<file path="src/verilog/sdtx_pkg.sv">
// Package of constants and carrier types for the serializer control and status registers
package sdtx_pkg;

  localparam int SDTX_WORD_W = 16;
  localparam int SDTX_ADDR_W = 12;
  localparam int SDTX_FLAG_W = 15;

  // Register addresses
  localparam logic [11:0] SDTX_ADDR_PROC_CTRL = 12'h000;
  localparam logic [11:0] SDTX_ADDR_ERR_STAT = 12'h001;
  localparam logic [11:0] SDTX_ADDR_EDH_EXT = 12'h002;

  // Reset values
  localparam logic [15:0] SDTX_PROC_CTRL_RST = 16'h0000;
  localparam logic [15:0] SDTX_ERR_STAT_RST = 16'h0000;
  localparam logic [15:0] SDTX_EDH_EXT_RST = 16'h0000;

  // Host-writable bits of the processing-control word
  localparam logic [15:0] SDTX_PROC_CTRL_WMASK = 16'h5fff;

  // Processing-control bit positions
  localparam int SDTX_PC_DELAY_LINE = 14;
  localparam int SDTX_PC_FLAG_SRC = 12;
  localparam int SDTX_PC_ANC_PKT_OFF = 11;
  localparam int SDTX_PC_H_TIMING = 8;
  localparam int SDTX_PC_PID_INS_OFF = 6;
  localparam int SDTX_PC_FIX_OFF = 5;
  localparam int SDTX_PC_EDH_INS_OFF = 4;
  localparam int SDTX_PC_ANC_SUM_OFF = 3;
  localparam int SDTX_PC_LINE_CHK_OFF = 2;
  localparam int SDTX_PC_LINE_NUM_OFF = 1;
  localparam int SDTX_PC_TRS_OFF = 0;

  // Error-status bit positions
  localparam int SDTX_ES_TRS_FAULT = 6;
  localparam int SDTX_ES_EDH_SUM = 5;
  localparam int SDTX_ES_SUM = 4;
  localparam int SDTX_ES_FORMAT = 3;
  localparam int SDTX_ES_RASTER = 2;
  localparam int SDTX_ES_PID_MISSING = 1;
  localparam int SDTX_ES_LOCK = 0;

  // Command word fields
  localparam int SDTX_CMD_RW = 15;
  localparam int SDTX_CMD_STEP = 12;

  // Checksum codes that never raise a fault
  localparam logic [9:0] SDTX_SUM_LOW_TOP = 10'h003;
  localparam logic [9:0] SDTX_SUM_HIGH_BASE = 10'h3fc;

  localparam logic [3:0] SDTX_LAST_BIT = 4'hf;

  typedef enum logic [1:0] {
    SDTX_IDLE = 2'b00,
    SDTX_CMD = 2'b01,
    SDTX_DATA = 2'b11,
    SDTX_HALT = 2'b10
  } sdtx_phase_t;

  // Controls towards the video datapath
  typedef struct packed {
    logic delay_line_on;
    logic edh_flag_source_sel;
    logic ancillary_packet_insert_off;
    logic smpte_h_timing;
    logic payload_id_insert_off;
    logic bad_code_fix_off;
    logic edh_check_insert_off;
    logic ancillary_sum_insert_off;
    logic line_check_insert_off;
    logic line_number_insert_off;
    logic timing_ref_insert_off;
  } sdtx_ctrl_t;

  // Level faults from the video datapath
  typedef struct packed {
    logic timing_ref_protect_fault;
    logic format_fault;
    logic raster_fault;
    logic payload_id_missing_fault;
    logic lock_fault;
  } sdtx_fault_t;

  // One checksum word seen on the output
  typedef struct packed {
    logic valid;
    logic in_edh_packet;
    logic mismatch;
    logic [9:0] value;
  } sdtx_sum_t;

endpackage : sdtx_pkg

</file>
<file path="src/verilog/sdtx_regs.sv">
// Serial-port register bank: processing control, error status and extracted EDH flags
// Function
// - Bit 14 high enables delay-line delay
// - Bit 12 selects incoming or programmed EDH flags
// - Bit 11 high disables ancillary packet insertion
// - Bit 8 selects SMPTE or active-picture H timing
// - Bit 6 high stops payload-ID insertion
// - Bit 5 high passes illegal codes unremapped
// - Bit 4 high stops EDH CRC correct/insert
// - Bit 3 high stops ancillary checksum insertion
// - HD: bit 2 stops CRC, bit 1 line numbers
// - Bit 0 high stops TRS insertion
// - Status bit 6 flags TRS protection errors
// - Status bit 4 refreshed per checksum word
// - Protected checksum codes never raise fault
// - Status bit 5 updates on EDH packets only
// - Status bit 3 flags unrecognized video standard
// - Status bit 2 flags raster/payload-ID mismatch
// - Status bit 1 flags missing payload ID
// - Status bit 0 flags PLL lock error
// - Extracted flags: three groups of five
// - Auto-increment steps the address upward; only 000h takes writes
module sdtx_regs
  import sdtx_pkg::*;
#(
  parameter int WORD_W = SDTX_WORD_W,
  parameter int ADDR_W = SDTX_ADDR_W,
  parameter int FLAG_W = SDTX_FLAG_W
)
(
  input wire logic clk,
  input wire logic rstn,
  input wire logic cs_n,
  input wire logic sclk,
  input wire logic sdin,
  output logic sdout,
  output logic sdout_oe,
  output sdtx_ctrl_t ctrl,
  input wire sdtx_fault_t fault_in,
  input wire sdtx_sum_t sum_in,
  input wire logic edh_rx_valid,
  input wire logic [14:0] edh_rx_flags,
  input wire logic [14:0] edh_pgm_flags,
  output logic [14:0] edh_tx_flags
);

  typedef struct packed {
    logic cs_s1;
    logic cs_s2;
    logic sck_s1;
    logic sck_s2;
    logic sck_s3;
    logic din_s1;
    logic din_s2;
    sdtx_phase_t phase;
    logic [3:0] bit_cnt;
    logic [15:0] shift_in;
    logic is_read;
    logic address_step_on;
    logic [11:0] addr;
    logic load_pend;
    logic [15:0] tx;
    logic dout;
    logic [15:0] processing_control;
    logic [15:0] error_status;
    logic [15:0] extracted_edh_flags;
    logic [14:0] tx_flags;
  } sdtx_state_t;

  sdtx_state_t st_ff;
  sdtx_state_t nxt_st;

  // The command and data word layout is fixed, so other sizes are refused
  if (WORD_W != SDTX_WORD_W) begin : g_word_w_check
    $error("sdtx_regs: WORD_W must equal the serial word width");
  end
  if (ADDR_W != SDTX_ADDR_W) begin : g_addr_w_check
    $error("sdtx_regs: ADDR_W must equal the command address width");
  end
  if (FLAG_W != SDTX_FLAG_W) begin : g_flag_w_check
    $error("sdtx_regs: FLAG_W must equal three groups of five flags");
  end

  function automatic logic [15:0] reg_read(input logic [11:0] a, input sdtx_state_t s);
    logic [15:0] v;
    v = 16'h0000;
    case (a)
      SDTX_ADDR_PROC_CTRL: v = s.processing_control;
      SDTX_ADDR_ERR_STAT: v = s.error_status;
      SDTX_ADDR_EDH_EXT: v = s.extracted_edh_flags;
      default: v = 16'h0000;
    endcase
    return v;
  endfunction : reg_read

  // Codes 000h..003h and 3FCh..3FFh are reserved, so a mismatch there is not reported
  function automatic logic sum_fault(input sdtx_sum_t s);
    return s.mismatch && (s.value > SDTX_SUM_LOW_TOP) && (s.value < SDTX_SUM_HIGH_BASE);
  endfunction : sum_fault

  logic sck_rise;
  logic sck_fall;
  logic [15:0] word_in;

  // Edges are taken between the second and third stages, never from the first
  assign sck_rise = st_ff.sck_s2 && !st_ff.sck_s3;
  assign sck_fall = !st_ff.sck_s2 && st_ff.sck_s3;
  assign word_in = {st_ff.shift_in[14:0], st_ff.din_s2};

  always_comb begin
    nxt_st = st_ff;
    nxt_st.cs_s1 = cs_n;
    nxt_st.cs_s2 = st_ff.cs_s1;
    nxt_st.sck_s1 = sclk;
    nxt_st.sck_s2 = st_ff.sck_s1;
    nxt_st.sck_s3 = st_ff.sck_s2;
    nxt_st.din_s1 = sdin;
    nxt_st.din_s2 = st_ff.din_s1;

    if (st_ff.cs_s2) begin
      // Deselect aborts any word in flight
      nxt_st.phase = SDTX_IDLE;
      nxt_st.bit_cnt = 4'h0;
      nxt_st.load_pend = 1'b0;
      nxt_st.is_read = 1'b0;
    end else begin
      case (st_ff.phase)
        SDTX_IDLE: begin
          nxt_st.phase = SDTX_CMD;
          nxt_st.bit_cnt = 4'h0;
          nxt_st.is_read = 1'b0;
        end
        SDTX_CMD, SDTX_DATA, SDTX_HALT: begin
          if (sck_rise) begin
            nxt_st.shift_in = word_in;
            nxt_st.bit_cnt = st_ff.bit_cnt + 4'h1;
            if (!st_ff.is_read) begin
              // Write traffic is echoed for daisy chains
              nxt_st.dout = st_ff.din_s2;
            end
            if (st_ff.bit_cnt == SDTX_LAST_BIT) begin
              if (st_ff.phase == SDTX_CMD) begin
                nxt_st.is_read = word_in[SDTX_CMD_RW];
                nxt_st.address_step_on = word_in[SDTX_CMD_STEP];
                nxt_st.addr = word_in[11:0];
                nxt_st.load_pend = word_in[SDTX_CMD_RW];
                nxt_st.phase = SDTX_DATA;
              end else if (st_ff.phase == SDTX_DATA) begin
                if (!st_ff.is_read && st_ff.addr == SDTX_ADDR_PROC_CTRL) begin
                  nxt_st.processing_control = word_in & SDTX_PROC_CTRL_WMASK;
                end
                if (st_ff.address_step_on) begin
                  nxt_st.addr = st_ff.addr + 12'h001;
                  nxt_st.load_pend = st_ff.is_read;
                end else begin
                  // Without auto-increment only one data word follows a command
                  nxt_st.phase = SDTX_HALT;
                end
              end
            end
          end
          if (sck_fall && st_ff.is_read) begin
            if (st_ff.load_pend) begin
              nxt_st.tx = reg_read(st_ff.addr, st_ff);
              nxt_st.load_pend = 1'b0;
              nxt_st.dout = nxt_st.tx[15];
            end else begin
              nxt_st.tx = {st_ff.tx[14:0], 1'b0};
              nxt_st.dout = st_ff.tx[14];
            end
          end
        end
        default: nxt_st.phase = SDTX_IDLE;
      endcase
    end

    nxt_st.error_status[SDTX_ES_TRS_FAULT] = fault_in.timing_ref_protect_fault;
    nxt_st.error_status[SDTX_ES_FORMAT] = fault_in.format_fault;
    nxt_st.error_status[SDTX_ES_RASTER] = fault_in.raster_fault;
    nxt_st.error_status[SDTX_ES_PID_MISSING] = fault_in.payload_id_missing_fault;
    nxt_st.error_status[SDTX_ES_LOCK] = fault_in.lock_fault;
    if (sum_in.valid) begin
      nxt_st.error_status[SDTX_ES_SUM] = sum_fault(sum_in);
      if (sum_in.in_edh_packet) begin
        nxt_st.error_status[SDTX_ES_EDH_SUM] = sum_fault(sum_in);
      end
    end

    if (edh_rx_valid) begin
      // Bits 14:10 ancillary, 9:5 full field, 4:0 active picture
      nxt_st.extracted_edh_flags = {1'b0, edh_rx_flags};
    end
    nxt_st.tx_flags = st_ff.processing_control[SDTX_PC_FLAG_SRC] ?
      st_ff.extracted_edh_flags[14:0] : edh_pgm_flags;
  end

  always_ff @(posedge clk) begin
    if (!rstn) begin
      st_ff <= '0;
      st_ff.cs_s1 <= 1'b1;
      st_ff.cs_s2 <= 1'b1;
      st_ff.phase <= SDTX_IDLE;
      st_ff.processing_control <= SDTX_PROC_CTRL_RST;
      st_ff.error_status <= SDTX_ERR_STAT_RST;
      st_ff.extracted_edh_flags <= SDTX_EDH_EXT_RST;
    end else begin
      st_ff <= nxt_st;
    end
  end

  assign sdout = st_ff.dout;
  assign sdout_oe = !st_ff.cs_s2;
  assign edh_tx_flags = st_ff.tx_flags;

  assign ctrl.delay_line_on = st_ff.processing_control[SDTX_PC_DELAY_LINE];
  assign ctrl.edh_flag_source_sel = st_ff.processing_control[SDTX_PC_FLAG_SRC];
  assign ctrl.ancillary_packet_insert_off = st_ff.processing_control[SDTX_PC_ANC_PKT_OFF];
  assign ctrl.smpte_h_timing = st_ff.processing_control[SDTX_PC_H_TIMING];
  assign ctrl.payload_id_insert_off = st_ff.processing_control[SDTX_PC_PID_INS_OFF];
  assign ctrl.bad_code_fix_off = st_ff.processing_control[SDTX_PC_FIX_OFF];
  assign ctrl.edh_check_insert_off = st_ff.processing_control[SDTX_PC_EDH_INS_OFF];
  assign ctrl.ancillary_sum_insert_off = st_ff.processing_control[SDTX_PC_ANC_SUM_OFF];
  assign ctrl.line_check_insert_off = st_ff.processing_control[SDTX_PC_LINE_CHK_OFF];
  assign ctrl.line_number_insert_off = st_ff.processing_control[SDTX_PC_LINE_NUM_OFF];
  assign ctrl.timing_ref_insert_off = st_ff.processing_control[SDTX_PC_TRS_OFF];

endmodule : sdtx_regs

</file>
<file path="config.mk">
export PLATFORM = sky130hd
export DESIGN_NAME = sdtx_regs
export DESIGN_NICKNAME = d
export VERILOG_FILES = /design/src/verilog/sdtx_pkg.sv /design/src/verilog/sdtx_regs.sv
export SDC_FILE = /design/constraint.sdc
export NUM_CORES = 1
export LEC_CHECK = 0
export BUFFER_PORTS_ARGS = -buffer_cell sky130_fd_sc_hd__clkbuf_2
export CAP_MARGIN = 20
export CORE_ASPECT_RATIO = 1.25
export CORE_UTILIZATION = 35
export DETAILED_ROUTE_END_ITERATION = 6
export PLACE_DENSITY = 0.57
export SLEW_MARGIN = 10
export SYNTH_ARGS = -nofsm -noshare
export SYNTH_HDL_FRONTEND = slang
export SYNTH_SLANG_ARGS = --single-unit
</file>
<file path="constraint.sdc">
create_clock -name clk -period 4.5 [get_ports clk]
set_input_delay 0.9 -clock clk [delete_from_list [all_inputs] [get_ports clk]]
set_output_delay 0.9 -clock clk [all_outputs]
set_load 0.005 [all_outputs]
</file>
==> impl_metrics.env, run 1 <==
export IMPL_synth_seq_area_share=0.438
export IMPL_yosysMostFrequentCell="dfxtp_1"
export IMPL_antenna_found_initial=0
export IMPL_hold_buffers=0
export IMPL_grt_pass1_vias=3854
export IMPL_hold_viol=0
export IMPL_drive_above_1_share=0.192
export IMPL_worstPathMaxFanout=16
export IMPL_yosys_area_top_type="dfxtp_1"
export IMPL_core_um2=13900
export IMPL_grt_pass1_wl_mm=19.3
export IMPL_synth_area_per_cell_um2=8.94
export IMPL_cts_setup_buffers=0
export IMPL_worst_clock_skew_ns=0.00470
export IMPL_period_needed_ns=2.45
export IMPL_max_freq_mhz=408
export IMPL_total_leakage_power_nw=2.01
export IMPL_synth_cell_types=56
export IMPL_antennaDiodeCount=0
export IMPL_cts_resized=0
export IMPL_drc=0
export IMPL_initial_core_util=0.361
export IMPL_syn_cell_area_um2=5030
export IMPL_ys_top_cells_by_area="dfxtp_1, mux2i_1, a21oi_1"
export IMPL_ant_nets=0
export IMPL_setup_viol=0
export IMPL_cts_buffers_inserted=9
export IMPL_async_reset_ff_frac=0
export IMPL_slew_violations=0
export IMPL_fillerInstances=1399
export IMPL_grt_overflow=0
export IMPL_critPathKind="flip-flop to flip-flop"
export IMPL_dr_total_vias=4090
export IMPL_path_clk_slew_ns=0.07
export IMPL_post_route_util=0.399
export IMPL_nets=651
export IMPL_insertion_delay_ns=0.34
export IMPL_cts_tree="yes"
export IMPL_status="finished, final reports clean"
export IMPL_start_kind="flip-flop"
export IMPL_worst_slack_ns=2.05
export IMPL_hold_slack_ns=0.406
export IMPL_synth_commonest_cells="dfxtp_1, a21oi_1, nand2_1, nor2_1, mux2i_1"
export IMPL_reg2reg_depth=6
export IMPL_yosysWarnings=0
export IMPL_track_usage=0.166
export IMPL_synth_cells=563
export IMPL_grt_setup_unrepaired="false"
export IMPL_gp_congestion=0.796
export IMPL_fin_crit_sh=0.544
export IMPL_io_buffers=79
export IMPL_via_per_inst=5.33
export IMPL_ctsLongestPathBuffers=2
export IMPL_cp_arrival_ns=2.72
export IMPL_synth_flop_cell="dfxtp_1"
export IMPL_rows=48
export IMPL_die_h_um=136
export IMPL_hold_path_class="flip-flop to flip-flop"
export IMPL_drt_pass1_iterations=5
export IMPL_clock_sinks=110
export IMPL_root_buffer="clkbuf_16"
export IMPL_worst_pin_slew_ns=0.799
export IMPL_synth_edff_count=0
export IMPL_final_setup_tns_ns=0
export IMPL_wl_mm=11.8
export IMPL_peakVddDrop_v=0.000271
export IMPL_syn2layout_area_growth_pct=10.4
export IMPL_powerDensity_nw_per_um2=331
export IMPL_grt_max_degree=67
export IMPL_ioPinCount=82
export IMPL_relSlewSlack=0.463
export IMPL_cts_max_level=3
export IMPL_place_ws_ns=1.89
export IMPL_netlist_area_leader_share=0.438
export IMPL_hold_depth=1
export IMPL_fp_dieW_um=109
export IMPL_ys_seq_elements=110
export IMPL_worstPathRequired_ns=4.77
export IMPL_syn_nets=622
export IMPL_cp_end_kind="flip-flop"
export IMPL_die_area_um2=14900
export IMPL_drt_iter0_markers=274
export IMPL_wl_per_cell_um=15.4
export IMPL_max_cap_violations=0
export IMPL_dp_hpwl_mm=8.44
[layout by cell type, fill, tap and decap left out, types with 2 or more instances in the layout]
cell	Yosys	final
o22ai_1	10	10
inv_1	25	24
a211oi_1	9	9
o221a_2	5	5
a222oi_1	8	8
nor2b_1	4	4
nor3b_1	2	2
a22oi_1	9	9
or3_1	3	3
dfxtp_1	110	110
nor2_1	47	47
nor4_4	3	3
a22o_1	2	2
nor3_1	4	4
a21oi_1	50	50
or4_1	3	3
o21ai_0	24	24
nor4_1	10	10
mux2i_1	32	32
and2_1	13	13
nand3b_1	4	4
buf_4	26	3
nand2b_1	2	2
a221oi_1	5	5
o32ai_1	2	2
clkbuf_2	0	79
o21a_1	4	4
nand2_1	48	48
o311a_1	2	2
xor2_1	2	2
nand3_1	21	21
clkbuf_16	0	9
nand4_1	7	7
a2111oi_4	2	2
and3_1	3	3
ha_1	5	5
[where the power goes]
part	switching, W	internal [W]
combinational	0.0000417	0.0000400
clock	0.000331	0.000420
sequential	0.0000137	0.000995
total	0.000386	0.00145
[routing by layer]
metal | vias to the layer above | track usage | routed length (um)
met1 | 1938 | 0.199 | 5310
met5 | - | 0 | 0
li1 | 2041 | - | -
met2 | 95 | 0.290 | 5850
met4 | 0 | 0.0667 | 264
met3 | 16 | 0.0292 | 424
[critical path: stages (launching register included)]
cell and delay [ns]:
dfxtp_1 0.36, inv_1 0.14, ha_1 0.64, nand3b_1 0.24
nor4_4 0.65, nand3_1 0.16, a21oi_1 0.18
[registers in the layout (all words and copies together), names as in the netlist]
| signal | flops |
|---|---|
| ctrl | 11 |
| edh_tx_flags | 15 |
| nxt_st | 4 |
| sdout | 1 |
| st_ff | 79 |
[cells by family (layout without fill, tap and decap cells)]
kind of cell,Yosys count,in the layout,synth area share
and+or+nand+nor,183,183,0.194
AOI/OAI and AO/OA,141,141,0.194
adders and majority gates,5,5,0.0124
xor gates and xnor gates,3,3,0.00522
muxes,32,32,0.0637
DFF,110,110,0.438
buffers and inverters,89,119,0.0937
[area by class of cell]
class / instances / area [um2] / area share
Clock inverter: 2 / 37.5 / 0.00675
Inverter: 25 / 93.8 / 0.0169
Clock buffer: 10 / 229 / 0.0412
Tap cell: 175 / 219 / 0.0394
Multi-Input combinational cell: 364 / 2360 / 0.424
Timing Repair Buffer: 82 / 418 / 0.0752
Sequential cell: 110 / 2200 / 0.396
[path summary, 6_finish.rpt]
kind                           from                      to  slack [ns]
max          st_ff[81]$_SDFFE_PN0P_  st_ff[57]$_SDFFE_PN0P_        2.05
max reg2reg  st_ff[81]$_SDFFE_PN0P_  st_ff[57]$_SDFFE_PN0P_        2.05
min reg2reg  nxt_st[122]$_SDFF_PN1_   st_ff[122]$_SDFF_PN1_        0.41
min          nxt_st[122]$_SDFF_PN1_   st_ff[122]$_SDFF_PN1_        0.41
[metrics by stage]
stage	total power, W	area (um2)	instances
finish	0.00184	5560	768
global route	0.00192	5560	768
CTS	0.00187	5550	767
detailed placement	0.00111	5280	755
global placement	0.00111	5280	755
floorplan	0.00108	5030	563
(Power assumes the default switching activity.)
==> run 2: changes to the inputs <==
- ABC_AREA: default -> 1
- clock period: 4.5 -> 2.32 ns (I/O delays scaled with it)
==> run 2 against run 1 <==
Maximum frequency grew 40%; core utilization grew 0.15 points; first-iteration DRC count shrank 10%; synthesized cell count grew 19%; critical path type unchanged; highest routed layer unchanged.
==> impl_metrics.env, run 2 <==
export IMPL_status="finished, final reports clean"
export IMPL_slew_violations=0
export IMPL_place_ws_ns=0.572
export IMPL_worst_pin_slew_ns=0.527
export IMPL_total_leakage_power_nw=2.46
export IMPL_hold_viol=0
export IMPL_insertion_delay_ns=0.35
export IMPL_async_reset_ff_frac=0
export IMPL_antennaDiodeCount=0
export IMPL_worst_clock_skew_ns=0.0101
export IMPL_final_setup_tns_ns=0
export IMPL_ant_nets=0
export IMPL_grt_overflow=0
export IMPL_critPathSlowestCell="dfxtp_1"
export IMPL_fin_area_um2=5740
export IMPL_root_buffer="clkbuf_16"
export IMPL_start_kind="flip-flop"
export IMPL_synth_seq_area_share=0.431
export IMPL_syn_cell_area_um2=5110
export IMPL_path_common_cell="inv_1"
export IMPL_hold_buffers=0
export IMPL_drive_above_1_share=0.208
export IMPL_largest_register="st_ff"
export IMPL_synth_cells=668
export IMPL_setup_viol=0
export IMPL_worst_slack_ns=0.567
export IMPL_cp_arrival_ns=2.03
export IMPL_hold_path_class="primary input to flip-flop"
export IMPL_synth_flop_cell="dfxtp_1"
export IMPL_io_buffers=79
export IMPL_rrSetupSlack_ns=0.57
export IMPL_grt_pass1_wl_mm=19.4
export IMPL_grt_max_degree=95
export IMPL_cts_resized=0
export IMPL_ioPinCount=82
export IMPL_gp_congestion=0.801
export IMPL_multiInputGateArea_um2=2300
export IMPL_netlist_area_leader_share=0.431
export IMPL_worstPathRequired_ns=2.60
export IMPL_dr_total_vias=4413
export IMPL_cts_max_level=3
export IMPL_nets=771
export IMPL_max_freq_mhz=570
export IMPL_r2r_start="st_ff[81]$_SDFFE_PN0P_"
export IMPL_synth_commonest_cells="dfxtp_1, nor2_1, o21ai_0, a21oi_1, nand3_1"
export IMPL_powerDensity_nw_per_um2=646
export IMPL_grt_setup_unrepaired="false"
export IMPL_critPathMaxStageDelay_ns=0.36
export IMPL_period_needed_ns=1.75
export IMPL_peakVddDrop_v=0.000346
export IMPL_core_um2=14300
export IMPL_track_usage=0.164
export IMPL_drc=0
export IMPL_via_per_inst=4.93
export IMPL_worstPathMaxFanout=16
export IMPL_hold_slack_ns=0.291
export IMPL_ys_seq_elements=110
export IMPL_grt_pass1_vias=4183
export IMPL_syn_nets=727
export IMPL_regArea_um2=2200
export IMPL_path_clk_slew_ns=0.08
export IMPL_synth_edff_count=0
export IMPL_wl_mm=11.8
export IMPL_critPathKind="flip-flop to flip-flop"
export IMPL_hold_depth=3
export IMPL_cts_tree="yes"
export IMPL_synth_cell_types=38
export IMPL_cts_buffers_inserted=9
export IMPL_ctsLongestPathBuffers=2
export IMPL_clock_sinks=110
export IMPL_cp_end_kind="flip-flop"
export IMPL_crit_chain="inv_1 -> ha_1 -> inv_1 -> nor2_4 -> nand2_1 -> nand3_4 -> nand3_1 -> a21oi_1"
export IMPL_dp_hpwl_mm=8.62
export IMPL_drt_pass1_iterations=4
export IMPL_die_h_um=137
export IMPL_max_cap_violations=0
export IMPL_yosys_area_top_type="dfxtp_1"
export IMPL_rows=49
export IMPL_antenna_found_initial=0
export IMPL_relSlewSlack=0.648
export IMPL_fillerInstances=1489
export IMPL_largest_reg_flops=79
export IMPL_ys_top_cells_by_area="dfxtp_1, nor2_1, o21ai_0"
export IMPL_crit_reg2reg_capture="st_ff[66]$_SDFFE_PN0P_"
export IMPL_wl_per_cell_um=13.2
export IMPL_fp_dieW_um=110
export IMPL_die_area_um2=15100
export IMPL_syn2layout_area_growth_pct=12.5
export IMPL_layout_common_cells="nor2_1, dfxtp_1, clkbuf_2, o21ai_0, a21oi_1"
export IMPL_initial_core_util=0.356
export IMPL_reg2reg_depth=8
export IMPL_drt_iter0_markers=246
export IMPL_dpl_cell_area_um2=5440
export IMPL_whs_endpoint="st_ff[33]$_SDFF_PN0_"
export IMPL_fin_crit_sh=0.756
export IMPL_yosysWarnings=0
export IMPL_synth_area_per_cell_um2=7.65
export IMPL_min_from="fault_in[2]"
export IMPL_cts_setup_buffers=0
## run 2: cell count changes in the layout (fill, tap and decap cells not counted), sizes merged, moves of 22 or more
cell	delta
a21oi	+22
inv	+32
mux2i	-32
nand3	+44
nor2	+74
o21ai	+76
## run 2: final cells by class
class,instances,share of cell area
tap,178,0.0388
clock buffer,9,0.0392
multi-input combinational,443,0.401
timing repair buffer,90,0.0854
sequential,110,0.383
inverter,58,0.0379
clock inverter,7,0.0144
## run 2: cells by family after synthesis
family,Yosys count,synth area share
DFF,110,0.431
and+or+nand+nor,251,0.245
adders and majority gates,5,0.0122
AOI/OAI and AO/OA,186,0.192
xor gates and xnor gates,1,0.00172
buffers and inverters,115,0.118
## run 2: metrics by stage
stage,util,std cells,total power [W]
after global placement,0.379,879,0.00216
after global routing,0.400,895,0.00386
after detailed placement,0.379,879,0.00216
final,0.400,895,0.00371
after floorplan,-,668,0.00209
after CTS,0.400,895,0.00375
## run 2: how the worst max path moves through the flow
stage,from,slack (ns),end
finish,st_ff[81]$_SDFFE_PN0P_,0.57,st_ff[66]$_SDFFE_PN0P_
global route,st_ff[81]$_SDFFE_PN0P_,0.36,st_ff[66]$_SDFFE_PN0P_
CTS,st_ff[111]$_SDFFE_PP0N_,0.54,st_ff[56]$_SDFFE_PN0P_
detailed placement,st_ff[111]$_SDFFE_PP0N_,0.57,st_ff[56]$_SDFFE_PN0P_
global placement,st_ff[111]$_SDFFE_PP0N_,0.65,ctrl[5]$_SDFFE_PN0P_
floorplan,st_ff[111]$_SDFFE_PP0N_,0.86,st_ff[57]$_SDFFE_PN0P_
## run 2: worst max-delay path, delay by kind of cell, from the launching register on
family                     cells  cell delay, ns
and+or+nand+nor                4            0.85
DFF                            1            0.36
buffers and inverters          2            0.17
adders and majority gates      1            0.15
AOI/OAI and AO/OA              1            0.15
## run 2: routing by layer
metal / wire, um / vias up / GRT usage
met2: 5880 / 90 / 0.299
met4: 208 / 0 / 0.0622
met1: 5230 / 2008 / 0.186
li1: - / 2299 / -
met3: 486 / 16 / 0.0333
met5: 0 / - / 0
## run 2: power by group
group,internal (W),switching [W]
Clock,0.000853,0.000737
Combinational,0.0000714,0.0000898
Sequential,0.00193,0.0000262
Total,0.00286,0.000853
